### config.mk
export PLATFORM = sky130hd
export DESIGN_NAME = phy_irq_mdix_status_regs
export DESIGN_NICKNAME = d
export VERILOG_FILES = /design/src/rtl/mdio_sync.v /design/src/rtl/phy_irq_mdix_status_regs.v
export VERILOG_INCLUDE_DIRS = /design/src /design/src/rtl
export SDC_FILE = /design/constraint.sdc
export NUM_CORES = 1
export LEC_CHECK = 0
export ABC_AREA = 1
export BUFFER_PORTS_ARGS = -buffer_cell sky130_fd_sc_hd__buf_2
export CORE_UTILIZATION = 61
export DETAILED_ROUTE_END_ITERATION = 6
export GPL_TIMING_DRIVEN = 0
export PLACE_DENSITY = 0.89
export SLEW_MARGIN = 20
export SYNTH_ARGS = -nofsm -noshare
export SYNTH_HDL_FRONTEND = slang
export SYNTH_SLANG_ARGS = --single-unit
### constraint.sdc
create_clock -name clk -period 2.05 [get_ports clk]
set_input_delay 0.205 -clock clk [delete_from_list [all_inputs] [get_ports clk]]
set_output_delay 0.205 -clock clk [all_outputs]
set_load 0.1 [all_outputs]
### src/rtl/phy_regs_map.vh
// Purpose: register map of the interrupt, crossover and control/status bank
// Assumes: clause-22 style 5-bit register addresses, 16-bit data
// Notes:   all offsets, fields, resets and frame constants as macros
`ifndef PHY_REGS_MAP_VH
`define PHY_REGS_MAP_VH

// ------------------------------------------------------------
// register addresses
// ------------------------------------------------------------
`define ADDR_INT_CTRL_STAT  5'h1B
`define ADDR_XOVER_CTRL     5'h1C
`define ADDR_PHY_CTRL_STAT  5'h1F

// ------------------------------------------------------------
// fields
// ------------------------------------------------------------
`define INT_EN_MSB          15
`define INT_EN_LSB          8
`define XOVER_SWAP_OFF_BIT  6
`define XOVER_WIRING_BIT    7
`define CTRL_INT_LEVEL_BIT  14
`define CTRL_JABBER_EN_BIT  9
`define STAT_SPEED_1000_BIT 6
`define STAT_SPEED_100_BIT  5
`define STAT_SPEED_10_BIT   4
`define STAT_DUPLEX_BIT     3
`define STAT_MASTER_BIT     2
`define STAT_LINK_FAIL_BIT  0

// ------------------------------------------------------------
// reset values
// ------------------------------------------------------------
`define RST_INT_CTRL_STAT   16'h0000
`define RST_XOVER_CTRL      16'h0000
`define RST_PHY_CTRL        16'h0200
// writable bits of the control register (15,14,13:12,9,8:7,1)
`define PHY_CTRL_RW_MASK    16'hF382

// ------------------------------------------------------------
// management frame
// ------------------------------------------------------------
`define MDIO_PHY_ADDR       5'h01
`define MDIO_OP_WRITE       2'h1
`define MDIO_OP_READ        2'h2
`define MDIO_PRE_BITS       6'h20

`endif

### src/rtl/mdio_sync.v
// Purpose: two-flop synchroniser and edge finder for the management pins
// Assumes: mdc slow against clk
// Notes:   first stage feeds only the second stage
`timescale 1ns/1ps
module mdio_sync (
  input  wire clk,
  input  wire nrst,
  input  wire mdc,
  input  wire mdio_i,
  output reg  mdc_rise,
  output reg  mdc_fall,
  output reg  mdio_s
);

  reg [1:0] mdc_meta_q;
  reg [1:0] mdio_meta_q;
  reg       mdc_last_q;

  always @(posedge clk or negedge nrst) begin
    if (!nrst) begin
      mdc_meta_q  <= 2'h0;
      mdio_meta_q <= 2'h3;
      mdc_last_q  <= 1'b0;
      mdc_rise    <= 1'b0;
      mdc_fall    <= 1'b0;
      mdio_s      <= 1'b1;
    end else begin
      mdc_meta_q  <= {mdc_meta_q[0], mdc};
      mdio_meta_q <= {mdio_meta_q[0], mdio_i};
      mdc_last_q  <= mdc_meta_q[1];
      mdc_rise    <= mdc_meta_q[1] & ~mdc_last_q;
      mdc_fall    <= ~mdc_meta_q[1] & mdc_last_q;
      mdio_s      <= mdio_meta_q[1];
    end
  end

endmodule

### src/rtl/phy_irq_mdix_status_regs.v
// Purpose: interrupt, crossover and control/status registers behind MDC/MDIO
// Assumes: phy core events are one-cycle pulses on clk; status inputs are levels
// Notes:   clause-22 frames; read data shifted out on mdc falling edges
//
// Contract
// interrupt enable bit 9 gates remote fault event; resets zero
// interrupt enable bit 8 gates link-up event; resets zero
// enable bits 15..10 for jabber through link-down, read-write, reset zero
// status bit 7 sets on jabber, clears on register read
// status bit 6 sets on receive error, clears on read
// status bit 5 sets on page received, clears on read
// status bit 4 sets on parallel detect fault, clears on read
// status bit 3 sets on partner acknowledge, clears on read
// status bit 2 sets on link down, clears on read
// status bit 1 sets on remote fault, clears on read
// status bit 0 sets on link up, clears on read; all reset zero
// crossover bit 6 one disables automatic crossover; reset zero
// with auto off, bit 7 one selects MDI, zero MDI-X
// bit 7 ignored while automatic crossover is enabled
// control bit 14 sets interrupt pin polarity; zero means active low
// control bit 9 enables jabber counter; resets to one
// status bit 6 reads one at resolved 1000BASE-T
// status bit 5 reads one at resolved 100BASE-TX
// status bit 4 reads one at resolved 10BASE-T
// status bit 3 shows duplex, one full
// status bit 2 shows gigabit master one, slave zero
// status bit 0 reads one while link check fails
// interrupt asserted while any enabled status bit set
`timescale 1ns/1ps
`include "phy_regs_map.vh"
module phy_irq_mdix_status_regs (
  input  wire       clk,
  input  wire       nrst,
  input  wire       mdc,
  input  wire       mdio_i,
  output reg        mdio_o,
  output reg        mdio_oe,
  input  wire [7:0] event_pulse,
  input  wire       auto_mdix_pair,
  input  wire       speed_1000,
  input  wire       speed_100,
  input  wire       speed_10,
  input  wire       full_duplex,
  input  wire       gig_master,
  input  wire       link_check_fail,
  output reg        use_mdi,
  output reg        jabber_count_en,
  output reg        int_pin
);

  // ------------------------------------------------------------
  // frame states
  // ------------------------------------------------------------
  localparam [2:0] ST_PRE  = 3'h0;
  localparam [2:0] ST_HDR  = 3'h1;
  localparam [2:0] ST_TA   = 3'h2;
  localparam [2:0] ST_WDAT = 3'h3;
  localparam [2:0] ST_RDAT = 3'h4;
  localparam [2:0] ST_END  = 3'h5;

  localparam [15:0] RST_INT_WORD = `RST_INT_CTRL_STAT;

  wire        mdc_rise;
  wire        mdc_fall;
  wire        mdio_s;

  reg  [2:0]  state_q;
  reg  [5:0]  cnt_q;
  reg  [13:0] hdr_q;
  reg  [15:0] shift_q;
  reg  [15:0] rd_q;
  reg         mine_q;
  reg         wr_stb_q;
  reg         rd_stb_q;

  reg  [7:0]  int_en_q;
  reg  [7:0]  int_stat_q;
  reg  [15:0] xover_q;
  reg  [15:0] ctrl_q;

  wire [1:0]  hdr_op;
  wire [4:0]  hdr_phy;
  wire [4:0]  hdr_reg;
  wire        clear_int;

  mdio_sync u_sync (
    .clk      (clk),
    .nrst     (nrst),
    .mdc      (mdc),
    .mdio_i   (mdio_i),
    .mdc_rise (mdc_rise),
    .mdc_fall (mdc_fall),
    .mdio_s   (mdio_s)
  );

  // header layout: st(2) op(2) phy(5) reg(5)
  assign hdr_op  = hdr_q[11:10];
  assign hdr_phy = hdr_q[9:5];
  assign hdr_reg = hdr_q[4:0];

  // ------------------------------------------------------------
  // register read mux
  // ------------------------------------------------------------
  function [15:0] read_word;
    input [4:0]  addr;
    input [7:0]  en;
    input [7:0]  st;
    input [15:0] xo;
    input [15:0] ct;
    input [6:0]  live;
    begin
      if (addr == `ADDR_INT_CTRL_STAT) begin
        read_word = {en, st};
      end else if (addr == `ADDR_XOVER_CTRL) begin
        read_word = xo;
      end else if (addr == `ADDR_PHY_CTRL_STAT) begin
        // live status bits
        read_word = (ct & `PHY_CTRL_RW_MASK) |
                    {9'h000, live[6:2], 1'b0, live[0]};
      end else begin
        read_word = 16'h0000;
      end
    end
  endfunction

  // ------------------------------------------------------------
  // management frame engine
  // ------------------------------------------------------------
  always @(posedge clk or negedge nrst) begin
    if (!nrst) begin
      state_q  <= ST_PRE;
      cnt_q    <= 6'h00;
      hdr_q    <= 14'h0000;
      shift_q  <= 16'h0000;
      rd_q     <= 16'h0000;
      mine_q   <= 1'b0;
      wr_stb_q <= 1'b0;
      rd_stb_q <= 1'b0;
      mdio_o   <= 1'b1;
      mdio_oe  <= 1'b0;
    end else begin
      wr_stb_q <= 1'b0;
      rd_stb_q <= 1'b0;
      if (mdc_rise) begin
        case (state_q)
          ST_PRE: begin
            if (mdio_s) begin
              if (cnt_q != `MDIO_PRE_BITS)
                cnt_q <= cnt_q + 6'h01;
            end else if (cnt_q == `MDIO_PRE_BITS) begin
              // first start bit (0) seen after full preamble
              hdr_q   <= 14'h0000;
              cnt_q   <= 6'h01;
              state_q <= ST_HDR;
            end else begin
              cnt_q <= 6'h00;
            end
          end
          ST_HDR: begin
            hdr_q <= {hdr_q[12:0], mdio_s};
            if (cnt_q == 6'h0D) begin
              cnt_q   <= 6'h00;
              state_q <= ST_TA;
              // station address sits in bits 8:4 before the last shift
              mine_q  <= (hdr_q[8:4] == `MDIO_PHY_ADDR);
            end else begin
              cnt_q <= cnt_q + 6'h01;
            end
          end
          ST_TA: begin
            if (hdr_q[12] != 1'b1 || (hdr_op != `MDIO_OP_WRITE &&
                hdr_op != `MDIO_OP_READ)) begin
              cnt_q   <= 6'h00;
              state_q <= ST_PRE;
            end else if (cnt_q == 6'h01) begin
              cnt_q   <= 6'h00;
              state_q <= (hdr_op == `MDIO_OP_READ) ? ST_RDAT : ST_WDAT;
            end else begin
              cnt_q <= cnt_q + 6'h01;
            end
          end
          ST_WDAT: begin
            shift_q <= {shift_q[14:0], mdio_s};
            if (cnt_q == 6'h0F) begin
              cnt_q    <= 6'h00;
              wr_stb_q <= mine_q;
              state_q  <= ST_END;
            end else begin
              cnt_q <= cnt_q + 6'h01;
            end
          end
          ST_RDAT: begin
            if (cnt_q == 6'h0F) begin
              cnt_q   <= 6'h00;
              state_q <= ST_END;
            end else begin
              cnt_q <= cnt_q + 6'h01;
            end
          end
          default: begin
            // this rise already carries the first preamble bit of the next frame
            cnt_q   <= {5'h00, mdio_s};
            state_q <= ST_PRE;
          end
        endcase
      end
      if (mdc_fall) begin
        if (state_q == ST_TA && mine_q && hdr_op == `MDIO_OP_READ) begin
          if (cnt_q == 6'h01) begin
            // second turnaround bit: drive zero, latch snapshot, clear events if the interrupt register is read
            // events of this cycle join the snapshot so the clear cannot lose them
            rd_q     <= read_word(hdr_reg, int_en_q, int_stat_q | event_pulse,
                                  xover_q, ctrl_q,
                                  {speed_1000, speed_100, speed_10, full_duplex,
                                   gig_master, 1'b0, link_check_fail});
            rd_stb_q <= 1'b1;
            mdio_o   <= 1'b0;
            mdio_oe  <= 1'b1;
          end
        end else if (state_q == ST_RDAT && mine_q) begin
          mdio_o  <= rd_q[15];
          rd_q    <= {rd_q[14:0], 1'b0};
          mdio_oe <= 1'b1;
        end else begin
          mdio_o  <= 1'b1;
          mdio_oe <= 1'b0;
        end
      end
    end
  end

  // ------------------------------------------------------------
  // register bank
  // ------------------------------------------------------------
  assign clear_int = rd_stb_q && (hdr_reg == `ADDR_INT_CTRL_STAT);

  always @(posedge clk or negedge nrst) begin
    if (!nrst) begin
      int_en_q   <= RST_INT_WORD[`INT_EN_MSB:`INT_EN_LSB];
      int_stat_q <= 8'h00;
      xover_q    <= `RST_XOVER_CTRL;
      ctrl_q     <= `RST_PHY_CTRL;
    end else begin
      if (wr_stb_q) begin
        if (hdr_reg == `ADDR_INT_CTRL_STAT) begin
          // enable bits 15..8
          int_en_q <= shift_q[`INT_EN_MSB:`INT_EN_LSB];
        end else if (hdr_reg == `ADDR_XOVER_CTRL) begin
          xover_q <= shift_q;
        end else if (hdr_reg == `ADDR_PHY_CTRL_STAT) begin
          ctrl_q <= shift_q & `PHY_CTRL_RW_MASK;
        end
      end
      // set wins over read clear
      int_stat_q <= (clear_int ? 8'h00 : int_stat_q) | event_pulse;
    end
  end

  // ------------------------------------------------------------
  // outputs to the phy core
  // ------------------------------------------------------------
  always @(posedge clk or negedge nrst) begin
    if (!nrst) begin
      use_mdi         <= 1'b0;
      jabber_count_en <= 1'b1;
      int_pin         <= 1'b1;
    end else begin
      // forced wiring only when auto is off
      use_mdi <= xover_q[`XOVER_SWAP_OFF_BIT] ? xover_q[`XOVER_WIRING_BIT]
                                               : auto_mdix_pair;
      // jabber counter enable
      jabber_count_en <= ctrl_q[`CTRL_JABBER_EN_BIT];
      // level from enabled status, polarity from bit 14
      int_pin <= (|(int_stat_q & int_en_q)) ~^ ctrl_q[`CTRL_INT_LEVEL_BIT];
    end
  end

endmodule

## Word-level counts from Yosys, hierarchy flattened

Index checks and enable logic that the tools add are counted.
W data, S select, Z words.

- Latch bits: 0
- Word-level logic and storage cells: 119
- Register bits after elaboration: 110
- Bits in writable memories: 0
- Memories kept: 0
- Bits in read-only memories: 0

- Div/mod/pow operators: 0
- Eq/ne operators: 23
- Bitwise gates (word level): 12
- Shifts and indexed selects: 0
- Reductions and logical operators: 21
- Magnitude comparators: 0
- $mul: 0
- Mux-type cells: 39
- Add/sub/neg operators: 1

Operators with widths:

| operator | number |
|---|---|
| $mux W16 | 6 |
| $mux W6 | 6 |
| $mux W13 | 2 |
| $pmux W13 S2 | 1 |
| $pmux W6 S4 | 1 |
| $mux W3 | 7 |
| $or A16 B7 Y16 | 1 |
| $or A8 B8 Y8 | 2 |
| $eq A5 B5 Y1 const B | 3 |
| $mux W1 | 14 |
| $eq A6 B4 Y1 const B | 2 |
| $pmux W3 S4 | 1 |
| $ne A2 B2 Y1 const B | 5 |
| $reduce_and A3 Y1 | 3 |
| $and A8 B8 Y8 | 1 |
| $mux W8 | 1 |
| $reduce_and A2 Y1 | 4 |
| $reduce_and A4 Y1 | 2 |
| $reduce_or A8 Y1 | 1 |
| $add A6 B1 Y6 const B | 1 |
| $eq A3 B2 Y1 const B | 2 |
| $eq A6 B1 Y1 const B | 1 |
| $eq A6 B6 Y1 const B | 1 |
| $ne A3 B3 Y1 const B | 2 |
| 15 further kinds | 26 |

## Depth between registers and ports, before layout

Gate-level depths: netlist (run 1).

- Depth after elaboration: 6
- Gate-level depth with buffers: 12
- Gate-level depth less buffers: 12

## Modules after synthesis

A second synthesis (run 1) with hierarchy kept.

- Cell total of the unflattened synthesis: 635
- Area, all modules: 5,111.2 um2

Modules (own cells, without submodules):

| module | cells an instance | times used | seq. area each (um2) | area each (um2) |
|---|---|---|---|---|
| phy_irq_mdix_status_regs | 623 | 1 | 2,557.5 | 4,892.2 |
| mdio_sync | 12 | 1 | 203.9 | 219.0 |

## Worst setup path before layout (run 1)

No wires, ideal clock.

- Path type: reg-to-reg
- Start: register hdr_q[10]
- End: register rd_q[2]
- Data arrival time: 1.434 ns
- Buffers on the path: 1
- Setup slack: 0.552 ns
- Data required time: 1.985 ns
- Stages on the path, launching flop included: 10
- Clock period less this slack: 1.498 ns
- Cells stage by stage: dfrtp_1 > inv_1 > ha_1 > inv_1 > nor3_4 > nand3_2 > o21ai_4 > buf_6 > nand2_1 > nand2_1

- Cells in the longest elaborated chain, start to end: 4

RTL lines:

| what | RTL line | source |
|---|---|---|
| start, declared | phy_irq_mdix_status_regs.v:69 | `reg [13:0] hdr_q;` |
| start signal, assigned | phy_irq_mdix_status_regs.v:160 | `hdr_q <= {hdr_q[12:0], mdio_s};` |
| $eq A2 B2 Y1 (no line) * | - |  |
| $logic_and A1 B1 Y1 (no line) * | - |  |
| $ne A2 B2 Y1 (no line) / $reduce_bool A2 Y1 (equally long branches) | - |  |
| $reduce_and A3 Y1 (no line) | - |  |
| end signal, assigned | phy_irq_mdix_status_regs.v:212 | `rd_q <= read_word(hdr_reg, int_en_q, int_stat_q \| event_pulse,` |
| end signal, assigned | phy_irq_mdix_status_regs.v:222 | `rd_q <= {rd_q[14:0], 1'b0};` |
| end, declared | phy_irq_mdix_status_regs.v:71 | `reg [15:0] rd_q;` |

Mark *: on every way between the ends. The rest lies on a longest branch, timed or not.
A chain may end at the register's enable or synchronous reset.

## Worst setup path after layout (run 1)

- Start: register hdr_q[0]
- End: register ctrl_q[13]

- Cells in the longest elaborated chain, start to end: 3

RTL lines:

| what | RTL line | source |
|---|---|---|
| $eq A5 B5 Y1 (no line) | - |  |
| $not A1 Y1 (no line) | - |  |
| $reduce_and A4 Y1 (no line) * | - |  |
| end signal, assigned | phy_irq_mdix_status_regs.v:242 | `` ctrl_q <= `RST_PHY_CTRL; `` |
| end signal, assigned | phy_irq_mdix_status_regs.v:251 | `` ctrl_q <= shift_q & `PHY_CTRL_RW_MASK; `` |
| end, declared | phy_irq_mdix_status_regs.v:79 | `reg [15:0] ctrl_q;` |

Marked as above.

==> results of run 1 <==
kinds of logic (layout without fill, tap and decap cells):
group | Yosys count | after routing
AO/OA/AOI/OAI | 105 | 105
buffers and inverters | 87 | 130
AND/OR/NAND/NOR | 325 | 325
flip-flops | 110 | 110
adder cells (fa/ha/maj) | 4 | 4
per-stage QoR:
step	hold WS, ns	utilization (%)	setup slack, ns	instances	TNS, ns
2_1_floorplan	-0.0906	-	0.552	631	0
3_3_place_gp	0.311	65.5	-0.381	759	-38.66
3_5_place_dp	0.184	65.9	0.246	760	0
4_1_cts	0.0386	68.9	0.210	779	0
5_1_grt	0.0480	68.9	0.0476	779	0
6_report	0.0435	68.9	0.163	779	0
final timing paths:
check | start | endpoint | slack [ns] | depth (start not counted)
setup / recovery | hdr_q[0] | ctrl_q[13] | 0.16 | 5
hold / removal | event_pulse[3] | int_stat_q[3] | 0.04 | 2
setup reg to reg | hdr_q[0] | ctrl_q[13] | 0.16 | 5
hold reg to reg | u_sync.mdc_meta_q[0] | u_sync.mdc_meta_q[1] | 0.36 | 0
max in group asynchronous | nrst | mdio_o | 1.02 | 3
min in group asynchronous | nrst | shift_q[12] | 0.33 | 2
registers in the layout, indices dropped and copies added, names as in the netlist:
register / cells
rd_stb_q: 1
mdio_oe: 1
int_en_q: 8
u_sync.mdio_meta_q: 2
int_pin: 1
use_mdi: 1
jabber_count_en: 1
mdio_o: 1
u_sync.mdc_last_q: 1
mine_q: 1
rd_q: 16
state_q: 3
cnt_q: 6
u_sync.mdc_rise: 1
wr_stb_q: 1
int_stat_q: 8
u_sync.mdio_s: 1
u_sync.mdc_fall: 1
hdr_q: 13
shift_q: 16
xover_q: 16
u_sync.mdc_meta_q: 2
ctrl_q: 8
layout make-up:
cell class,count,share of cell area [%]
flip-flops and latches,110,49.0
clock inverters,3,1.20
clock buffers,13,2.64
well taps,105,2.33
repair buffers,27,3.18
plain buffers,18,1.71
inverters,69,4.60
multi-input cells,434,35.3
report_power, final:
| part | switching, W | total [W] | internal, W | leakage, nW |
|---|---|---|---|---|
| registers | 0.0000234 | 0.00222 | 0.00220 | 1.42 |
| clock network | 0.000697 | 0.00142 | 0.000724 | 0.104 |
| logic | 0.000137 | 0.000192 | 0.0000554 | 1.23 |
| total | 0.000857 | 0.00383 | 0.00298 | 2.76 |
what timing repair did:
action,CTS,global route
endpoints found under the setup margin,0,2
buffers inserted,0,0
endpoints found under the hold margin,48,0
gates resized for setup,0,3
hold buffers,3,0
layer usage:
metal,vias to the layer above,track usage [%]
met5,-,0
met4,0,13.8
met3,40,4.47
met2,182,48.2
met1,2101,38.4
li1,2077,-
placed cells by master, fill, tap and decap left out:
cell type,count
nand2_1,219
nand3_1,44
nor3_2,2
o21ai_0,79
nor2_1,39
clkbuf_2,1
dfrtp_2,1
dlygate4sd3_1,3
clkbuf_8,10
o22ai_1,2
buf_6,4
inv_2,1
clkbuf_1,13
nand2_2,4
o21ai_1,5
nor2_4,1
inv_1,68
a21oi_1,13
dfstp_2,7
bufinv_16,2
buf_2,26
buf_16,1
nor3_1,3
nand3_4,1
o21ai_4,1
nand4_1,5
dfrtp_1,102
ha_1,4
nand3_2,1
clkinvlp_4,1
nor2_2,2
o21bai_1,4
a221oi_1,1
nand2_4,2
nor3_4,2
==> results.md, run 1 <==
- Synth Area in Simple Gates: a little over a quarter
- M1 WL: 4730 um
- Cell taking the most area after synthesis: dfrtp_1
- Adder-cell share of the synthesized area: 0.980%
- Largest family of logic cells by synthesized area: simple AND/OR/NAND/NOR gates
- Layout cells sized above 1: 10.4%
- Static leakage power: around 2.8 nW
- Kind of critical path: flip-flop to flip-flop
- Width of the die: between 90 and 100 um
- Synth top area share: 50.5%
- First-pass GRT wire length: just under 20000 um
- Routed Antenna Nets: 0
- Slowest-stage cell, CP: dfrtp_1
- Slew margin rel.: 66.9%
- Fillers: 618
- Routability cong.: 0.936
- Gate count of the mapped netlist: 631
- Final Power: 0.00383 W
- Die Area: 8740 sq um
- Initial Util: 62.4%
- Clock root cell: clkbuf_8
- Initial DRC Count: 320
- Cell family with most CP delay: simple AND/OR/NAND/NOR gates
- Routed wire length: about 12000 um
- WP data arrival: 2.17 ns
- Ant. Diodes: 0
- Max FO, Critical Path: 10
- Global route total overflow: 0
- Top Layer Used: met4
- Synth area leaders: dfrtp_1, nand2_1, o21ai_0
- TritonCTS clock tree: built
- CTS buffer count: 9
- GRT Util Overall: 29.4%
- Worst Clk Skew: 0.00896 ns
- Sequential fraction of the synthesis area: 54.1%
- Cell Pwr Density: 680 nW/um^2
- WL met3: 789 um
- Crit-path cells: nand2_1, nor3_2, nand3_1, clkbuf_1, o21ai_0
- DRC: 0
- Tightest Pin Transition: slightly below 0.5 ns
- WP buf/inv: 1
- Top cells by count, synth: nand2_1, dfrtp_1, o21ai_0
- Footprint of the multi-input gates: about 2000 sq um
- Critical Path RT: around 2.3 ns
- Syn nets: roughly 650
- Initial antenna violation count: 0
- Core Region: 8180 sq um
- Largest net degree at the start of global routing: 60
- H-tree depth: 3
- Post-DR vias/cell: around 5.6
- Fin area: 5630 sq um
- RSZ-0062 raised after global routing: false
- I/O Pins: 24
- Die Ht: 93.5 um
- Area grow syn2layout: 10.4%
- CTS clk-pin slew, worst paths: ~0.1 ns
- Post-synthesis mux area share: 0%
- Area share of xor/xnor cells in the synthesized design: 0%
- Endpoints failing setup: 0
- Synthesized area: 5100 sq um
- Via count: 4400
- CP peak stage delay: roughly 0.41 ns
- Layout net count: between 600 and 700
- VDD IR max: 0.000461 V
- Yosys warning count: 0
- Vias in the first global route: 4312
- #FFs+latches synth: 110
- I/O Buffers: 23
- Count leader, synth: nand2_1
- Async S/R FF share, synth: 100%
- CTS Buffer Depth: 2
- Startpoint type of the worst setup path: flip-flop
- Hold Path Class: input port to flip-flop
- Synth Area in Compound Gates: 10.8%
- Final min period: 1.89 ns
- Final Hold Viols: 0
- Met2 WL: 5610 um
- Row Count: 33
- Fmax: 530 MHz
- Seq. cell area: 2760 sq um
- Post-synthesis area per instance: 8.09 sq um
- Max Slew Vio Count: 0
- Max_cap viols: 0
- Crit end category: flip-flop
- DRT Pass-1 Iters: 5
- Clk sinks: 110
- Yosys cell types: 28
- Post-synth EDFFs: 0
- Hpwl dp: approximately 8300 um
- Synth Flop Type: dfrtp_1
- Routed len/inst: 14.8 um
- Status: complete, no violations
- Worst skew pair latency: around 0.37 ns
- DP Area: 5390 sq um
- Period utilisation layout: 92.0%
No activity file was read; power rests on OpenSTA's default activity.
==> run 2, diff against run 1 <==
--- a/config.mk
+++ b/config.mk
@@ -7,12 +7,11 @@
 export NUM_CORES = 1
 export LEC_CHECK = 0
 export ABC_AREA = 1
-export BUFFER_PORTS_ARGS = -buffer_cell sky130_fd_sc_hd__buf_2
-export CORE_UTILIZATION = 61
+export CORE_UTILIZATION = 62
 export DETAILED_ROUTE_END_ITERATION = 6
+export DONT_BUFFER_PORTS = 1
 export GPL_TIMING_DRIVEN = 0
-export PLACE_DENSITY = 0.89
-export SLEW_MARGIN = 20
+export PLACE_DENSITY = 0.88
 export SYNTH_ARGS = -nofsm -noshare
 export SYNTH_HDL_FRONTEND = slang
 export SYNTH_SLANG_ARGS = --single-unit
==> results.md, run 2 (synthesized netlist as in run 1, its figures left out) <==
- DRT Pass-1 Iters: 6 (was 5)
- CTS buffer count: 9 (unchanged)
- Commonest cells after routing, fill and taps aside: nand2_1, dfrtp_1, o21ai_0, inv_1, nand3_1 (unchanged)
- Layout cells sized above 1: 7.45% (was 10.4%)
- Min Hold Slack: -0.491 ns (was 0.0435 ns)
- R2R Path End: rd_q[14] (was ctrl_q[13])
- Slew margin rel.: 40.4% (was 66.9%)
- Biggest regs: rd_q (16), shift_q (16), xover_q (16) (unchanged)
- Routed wire length: 11400 um (was 11600 um)
- DP Area: 5230 sq um (was 5390 sq um)
- Layout net count: 676 (was 692)
- Failing checks: hold timing
- Die Area: 8600 sq um (was 8740 sq um)
- Largest net degree at the start of global routing: 111 (was 60)
- Initial antenna violation count: 1 (was 0)
- Area grow syn2layout: 9.24% (was 10.4%)
- Tightest Pin Transition: 0.894 ns (was 0.495 ns)
- Post-DR vias/cell: 5.60 (was 5.65)
- CTS Hold Bufs: 11 (was 3)
- Width of the die: 92.7 um (was 93.5 um)
- Reg2Reg Depth: 9 (was 5)
- Crit path from: hdr_q[10] (was hdr_q[0])
- Setup TNS: 0 ns (unchanged)
- Crit path to: rd_q[14] (was ctrl_q[13])
- Row Count: 32 (was 33)
- DRC: 0 (unchanged)
- Via count: 4264 (was 4400)
- CTS Buffer Depth: 2 (unchanged)
- Cell Pwr Density: 687 nW/um^2 (was 680 nW/um^2)
- Fmax: 532 MHz (was 530 MHz)
- Static leakage power: 2.70 nW (was 2.76 nW)
- R2r startpoint: hdr_q[10] (was hdr_q[0])
- Initial Util: 65.1% (was 62.4%)
- CTS clk-pin slew, worst paths: 0.10 ns (about the same)
- Routed len/inst: 14.9 um (was 14.8 um)
- Endpoints failing setup: 0 (unchanged)
- Routed Antenna Nets: 0 (unchanged)
- I/O Pins: 24 (unchanged)
- Die Ht: 92.7 um (was 93.5 um)
- Startpoint type of the worst setup path: flip-flop (unchanged)
- TritonCTS clock tree: built (unchanged)
- Max_cap viols: 0 (unchanged)
- Commonest non-fill, non-tap cell in the layout: nand2_1 (unchanged)
- WP data arrival: 2.21 ns (was 2.17 ns)
- First-pass GRT wire length: 19100 um (was 19600 um)
- Hold Path Class: input port to asynchronous set/reset pin (was input port to flip-flop)
- VDD IR max: 0.000420 V (was 0.000461 V)
- Core Region: 7850 sq um (was 8180 sq um)
- Worst skew pair latency: 0.38 ns (was 0.37 ns)
- RSZ-0062 raised after global routing: false (unchanged)
- Status: complete, but fails checks (was complete, no violations)
- I/O Buffers: 0 (was 23)
- Max FO, Critical Path: 10 (unchanged)
- H-tree depth: 3 (unchanged)
- Routability cong.: 0.978 (was 0.936)
- Clock root cell: clkbuf_8 (unchanged)
- Period utilisation layout: 91.7% (was 92.0%)
- Vias in the first global route: 4135 (was 4312)
- Crit end category: flip-flop (unchanged)
- Final Hold Viols: 110 (was 0)
- Hpwl dp: 7960 um (was 8300 um)
- Setup Buffers After CTS: 0 (unchanged)
- Kind of critical path: flip-flop to flip-flop (unchanged)
- Initial DRC Count: 317 (was 320)
- Critical Path RT: 2.38 ns (was 2.34 ns)
- Max Slew Vio Count: 0 (unchanged)
- Final min period: 1.88 ns (was 1.89 ns)
- Global route total overflow: 0 (unchanged)
- Clk sinks: 110 (unchanged)
- Minimum setup slack among reg-to-reg paths: 0.17 ns (was 0.16 ns)
- Fin area: 5580 sq um (was 5630 sq um)
- GRT Util Overall: 28.9% (was 29.4%)
- Worst Clk Skew: 0.0163 ns (was 0.00896 ns)
run 2: worst max-delay path: stages, from the launching register on:
cell	delay [ns]
dfrtp_1	0.39
inv_1	0.07
ha_1	0.18
inv_1	0.11
nor3_4	0.44
buf_2	0.31
nand3_1	0.14
nand2_1	0.08
nand2_1	0.05
nand2_1	0.05
run 2: timing repair:
action | CTS | global route
endpoints found under the setup margin | 0 | 3
resized for setup | 0 | 3
hold endpoints to repair | 121 | 110
run 2: power breakdown:
part	leakage, nW	internal [W]	switching, W	total, W
logic	1.15	0.0000435	0.0000575	0.000101
registers	1.42	0.00220	0.0000531	0.00225
clock network	0.117	0.000731	0.000749	0.00148
total	2.70	0.00297	0.000860	0.00383
run 2: worst min path at each step:
stage          start  slack, ns     endpoint  cells past startpoint
6_report        nrst      -0.49   shift_q[9]                      0
4_1_cts         nrst      -0.50    hdr_q[12]                      0
3_5_place_dp    nrst      -0.09  int_en_q[2]                      0
5_1_grt         nrst      -0.51  int_en_q[2]                      0
2_1_floorplan   nrst      -0.09     cnt_q[0]                      0
3_3_place_gp    nrst      -0.09  xover_q[11]                      0
run 2: through the flow:
stage                     power (W)  hold WS, ns  utilization, %  worst slack (ns)  cells
after floorplan             0.00235      -0.0906               -             0.552    631
after global placement      0.00237      -0.0873            66.7             0.245    733
after detailed placement    0.00238      -0.0875            66.7             0.213    733
after CTS                   0.00385       -0.501            71.0             0.194    760
after global routing        0.00395       -0.513            71.0            0.0373    760
final                       0.00383       -0.491            71.1             0.169    761
run 2: per-layer routing:
layer  up-vias  GRT usage [%]  wire length, um
met2       149           47.4             5390
met3        32           8.62              834
li1       2047              -                -
met4         0           10.5              318
met1      2036           36.3             4800
met5         -              0                0
run 2: area by class of cell:
class / count / area, sq um
Sequential cell: 110 / 2760
Fill cell: 549 / 2270
Multi-Input combinational cell: 434 / 1990
Inverter: 69 / 259
Clock buffer: 10 / 138
Tap cell: 102 / 128
Timing Repair Buffer: 11 / 110
Buffer: 18 / 96.3
Clock inverter: 6 / 91.3
Antenna cell: 1 / 2.50
==> run 3, diff against run 2 <==
--- a/config.mk
+++ b/config.mk
@@ -7,11 +7,11 @@
 export NUM_CORES = 1
 export LEC_CHECK = 0
 export ABC_AREA = 1
-export CORE_UTILIZATION = 62
+export CORE_UTILIZATION = 57
 export DETAILED_ROUTE_END_ITERATION = 6
 export DONT_BUFFER_PORTS = 1
 export GPL_TIMING_DRIVEN = 0
-export PLACE_DENSITY = 0.88
+export PLACE_DENSITY = 0.85
 export SYNTH_ARGS = -nofsm -noshare
 export SYNTH_HDL_FRONTEND = slang
 export SYNTH_SLANG_ARGS = --single-unit
==> constraint.sdc (replaced) <==
create_clock -name clk -period 1.6 [get_ports clk]
set_input_delay 0.16 -clock clk [delete_from_list [all_inputs] [get_ports clk]]
set_output_delay 0.16 -clock clk [all_outputs]
set_load 0.1 [all_outputs]
==> results.md, run 3 (synthesized netlist as in run 1, its figures left out) <==
- Clock share of power: 32.4% (was 38.6%)
- Post-DR vias/cell: 5.75 (was 5.60)
- Commonest cells after routing, fill and taps aside: nand2_1, dfrtp_1, o21ai_0, inv_1, nand3_1 (unchanged)
- Routed Antenna Nets: 0 (unchanged)
- Commonest non-fill, non-tap cell in the layout: nand2_1 (unchanged)
- Startpoint type of the worst setup path: flip-flop (unchanged)
- Biggest regs: rd_q (16), shift_q (16), xover_q (16) (unchanged)
- Slowest-stage cell, CP: dfrtp_1 (was nor3_4)
- Clock root cell: clkbuf_8 (unchanged)
- Core Region: 8680 sq um (was 7850 sq um)
- Vias in the first global route: 4304 (was 4135)
- DRT Pass-1 Iters: 7 (was 6)
- CTS clk-pin slew, worst paths: 0.10 ns (about the same)
- Endpoints failing setup: 26 (was 0)
- GR Layer Usage met3: 6.50% (was 8.62%)
- Max Slew Vio Count: 0 (unchanged)
- Met2 GRT Util: 42.3% (was 47.4%)
- Hpwl dp: 8180 um (was 7960 um)
- Fmax: 591 MHz (was 532 MHz)
- Largest net degree at the start of global routing: 111 (unchanged)
- Routed wire length: 13100 um (was 11400 um)
- Worst skew pair latency: 0.37 ns (was 0.38 ns)
- Slew margin rel.: 40.2% (was 40.4%)
- Crit-path cells: nand2_2, nor3_4, buf_4, buf_2, o21ai_0, a21oi_1, nor2_1, nor2_1 (was inv_1, ha_1, inv_1, nor3_4, buf_2, nand3_1, nand2_1, nand2_1, nand2_1)
- I/O Buffers: 0 (unchanged)
- Fillers: 570 (was 549)
- Final Hold Viols: 110 (unchanged)
- Fin area: 6010 sq um (was 5580 sq um)
- DRC: 0 (unchanged)
- Final Util: 69.3% (was 71.1%)
- Die Ht: 96.6 um (was 92.7 um)
- CTS buffer count: 9 (unchanged)
- Max_cap viols: 0 (unchanged)
- Final min period: 1.69 ns (was 1.88 ns)
- Routability cong.: 0.950 (was 0.978)
- Width of the die: 96.6 um (was 92.7 um)
- RSZ-0062 raised after global routing: true (was false)
- Initial Util: 58.8% (was 65.1%)
- Area grow syn2layout: 17.7% (was 9.24%)
- Layout cells sized above 1: 19.9% (was 7.45%)
- I/O Pins: 24 (unchanged)
- Sw Share: 23.7% (was 22.4%)
- Seq pwr share: 63.7% (was 58.7%)
- Combinational fraction of design power: 3.8% (was 2.6%)
- WP data arrival: 1.99 ns (was 2.21 ns)
- Worst setup margin: -0.0932 ns (was 0.169 ns)
- Max FO, Critical Path: 5 (was 10)
- Grt peak-use layer: met2 (unchanged)
- TritonCTS clock tree: built (unchanged)
- Final Power: 0.00453 W (was 0.00383 W)
- Int Pwr: 0.00346 W (was 0.00297 W)
- Die Area: 9340 sq um (was 8600 sq um)
- Global route total overflow: 0 (unchanged)
- Crit end category: flip-flop (unchanged)
- Clk sinks: 110 (unchanged)
- Critical Path RT: 1.90 ns (was 2.38 ns)
- Period utilisation layout: 106% (was 91.7%)
- Setup TNS: -0.821 ns (was 0 ns)
- DP Area: 5240 sq um (was 5230 sq um)
- Kind of critical path: flip-flop to flip-flop (unchanged)
- CP peak stage delay: 0.41 ns (was 0.44 ns)
- Failing checks: hold timing, setup timing (was hold timing)
- Via count: 4594 (was 4264)
- Row Count: 34 (was 32)
- CTS Hold Bufs: 11 (unchanged)
- Static leakage power: 2.92 nW (was 2.70 nW)
- Met1 global-route usage: 34.5% (was 36.3%)
- Routed len/inst: 16.3 um (was 14.9 um)
- Cell Pwr Density: 754 nW/um^2 (was 687 nW/um^2)
- Most Frequent Cell on Critical Path: nor2_1 (was nand2_1)
- Non-Filler Instances: 799 (was 761)
- Status: complete, but fails checks (unchanged)
- Worst Clk Skew: 0.00975 ns (was 0.0163 ns)
- Tightest Pin Transition: 0.897 ns (was 0.894 ns)
- Initial antenna violation count: 1 (unchanged)
- Initial DRC Count: 426 (was 317)
- H-tree depth: 3 (unchanged)
- GRT Util Overall: 26.4% (was 28.9%)
- Layout net count: 706 (was 676)
- VDD IR max: 0.000480 V (was 0.000420 V)
- CTS Buffer Depth: 2 (unchanged)
- Net Sw Power: 0.00107 W (was 0.000860 W)
- Hold Path Class: input port to asynchronous set/reset pin (unchanged)
- Min Hold Slack: -0.526 ns (was -0.491 ns)
- First-pass GRT wire length: 19900 um (was 19100 um)
- Placed Cells: 739 (was 733)
-- run 3: cell type report --
type	count	area [sq um]	area share, %
antenna	3	7.51	0.125
buffer	17	120	2.00
clock buffer	12	135	2.25
clock inverter	4	23.8	0.396
inverter	69	267	4.43
multi-input combinational	435	2200	36.7
sequential	110	2770	46.0
tap	108	135	2.25
timing repair buffer	41	352	5.85
-- run 3: path summary, 6_finish.rpt --
| kind | to | slack [ns] | cells past startpoint | startpoint |
|---|---|---|---|---|
| hold / removal | int_en_q[6] | -0.53 | 0 | nrst |
| setup / recovery | rd_q[3] | -0.09 | 8 | hdr_q[0] |
| hold reg to reg | u_sync.mdio_meta_q[1] | 0.36 | 0 | u_sync.mdio_meta_q[0] |
| min in group clk | rd_q[2] | 0.17 | 6 | event_pulse[2] |
| setup reg to reg | rd_q[3] | -0.09 | 8 | hdr_q[0] |
| max in group asynchronous | u_sync.mdio_meta_q[0] | 1.94 | 0 | nrst |
-- run 3: metal layers --
metal	wire length, um	up-vias
met5	0	-
met4	523	0
met3	1040	50
met2	6270	223
met1	5220	2210
li1	-	2111
-- run 3: power groups by stage --
stage / sequential (W) / clock (W) / combinational, W
after floorplan: 0.00293 / 0 / 0.0000862
after global placement: 0.00293 / 0 / 0.000103
after detailed placement: 0.00294 / 0 / 0.000109
after CTS: 0.00288 / 0.00147 / 0.000156
after global routing: 0.00289 / 0.00157 / 0.000194
final: 0.00289 / 0.00147 / 0.000174
-- run 3: repair_timing --
item,CTS,global route
setup buffers,11,17
resized for setup,34,72
hold endpoints to repair,121,110
setup endpoints to repair,63,91
pin swaps,4,34
gates cloned,0,3
-- run 3: stage by stage --
stage,worst slack [ns],hold WS (ns)
after floorplan,0.102,-0.136
after global placement,-0.156,-0.132
after detailed placement,-0.199,-0.133
after CTS,-0.00138,-0.534
after global routing,-0.193,-0.548
final,-0.0932,-0.526
-- run 3: worst max-delay path: cells and delay by family (launching register included) --
family / cells / cell delay [ns]
buffers and inverters: 2 / 0.31
AND/OR/NAND/NOR: 4 / 0.59
AO/OA/AOI/OAI: 2 / 0.32
flip-flops: 1 / 0.41
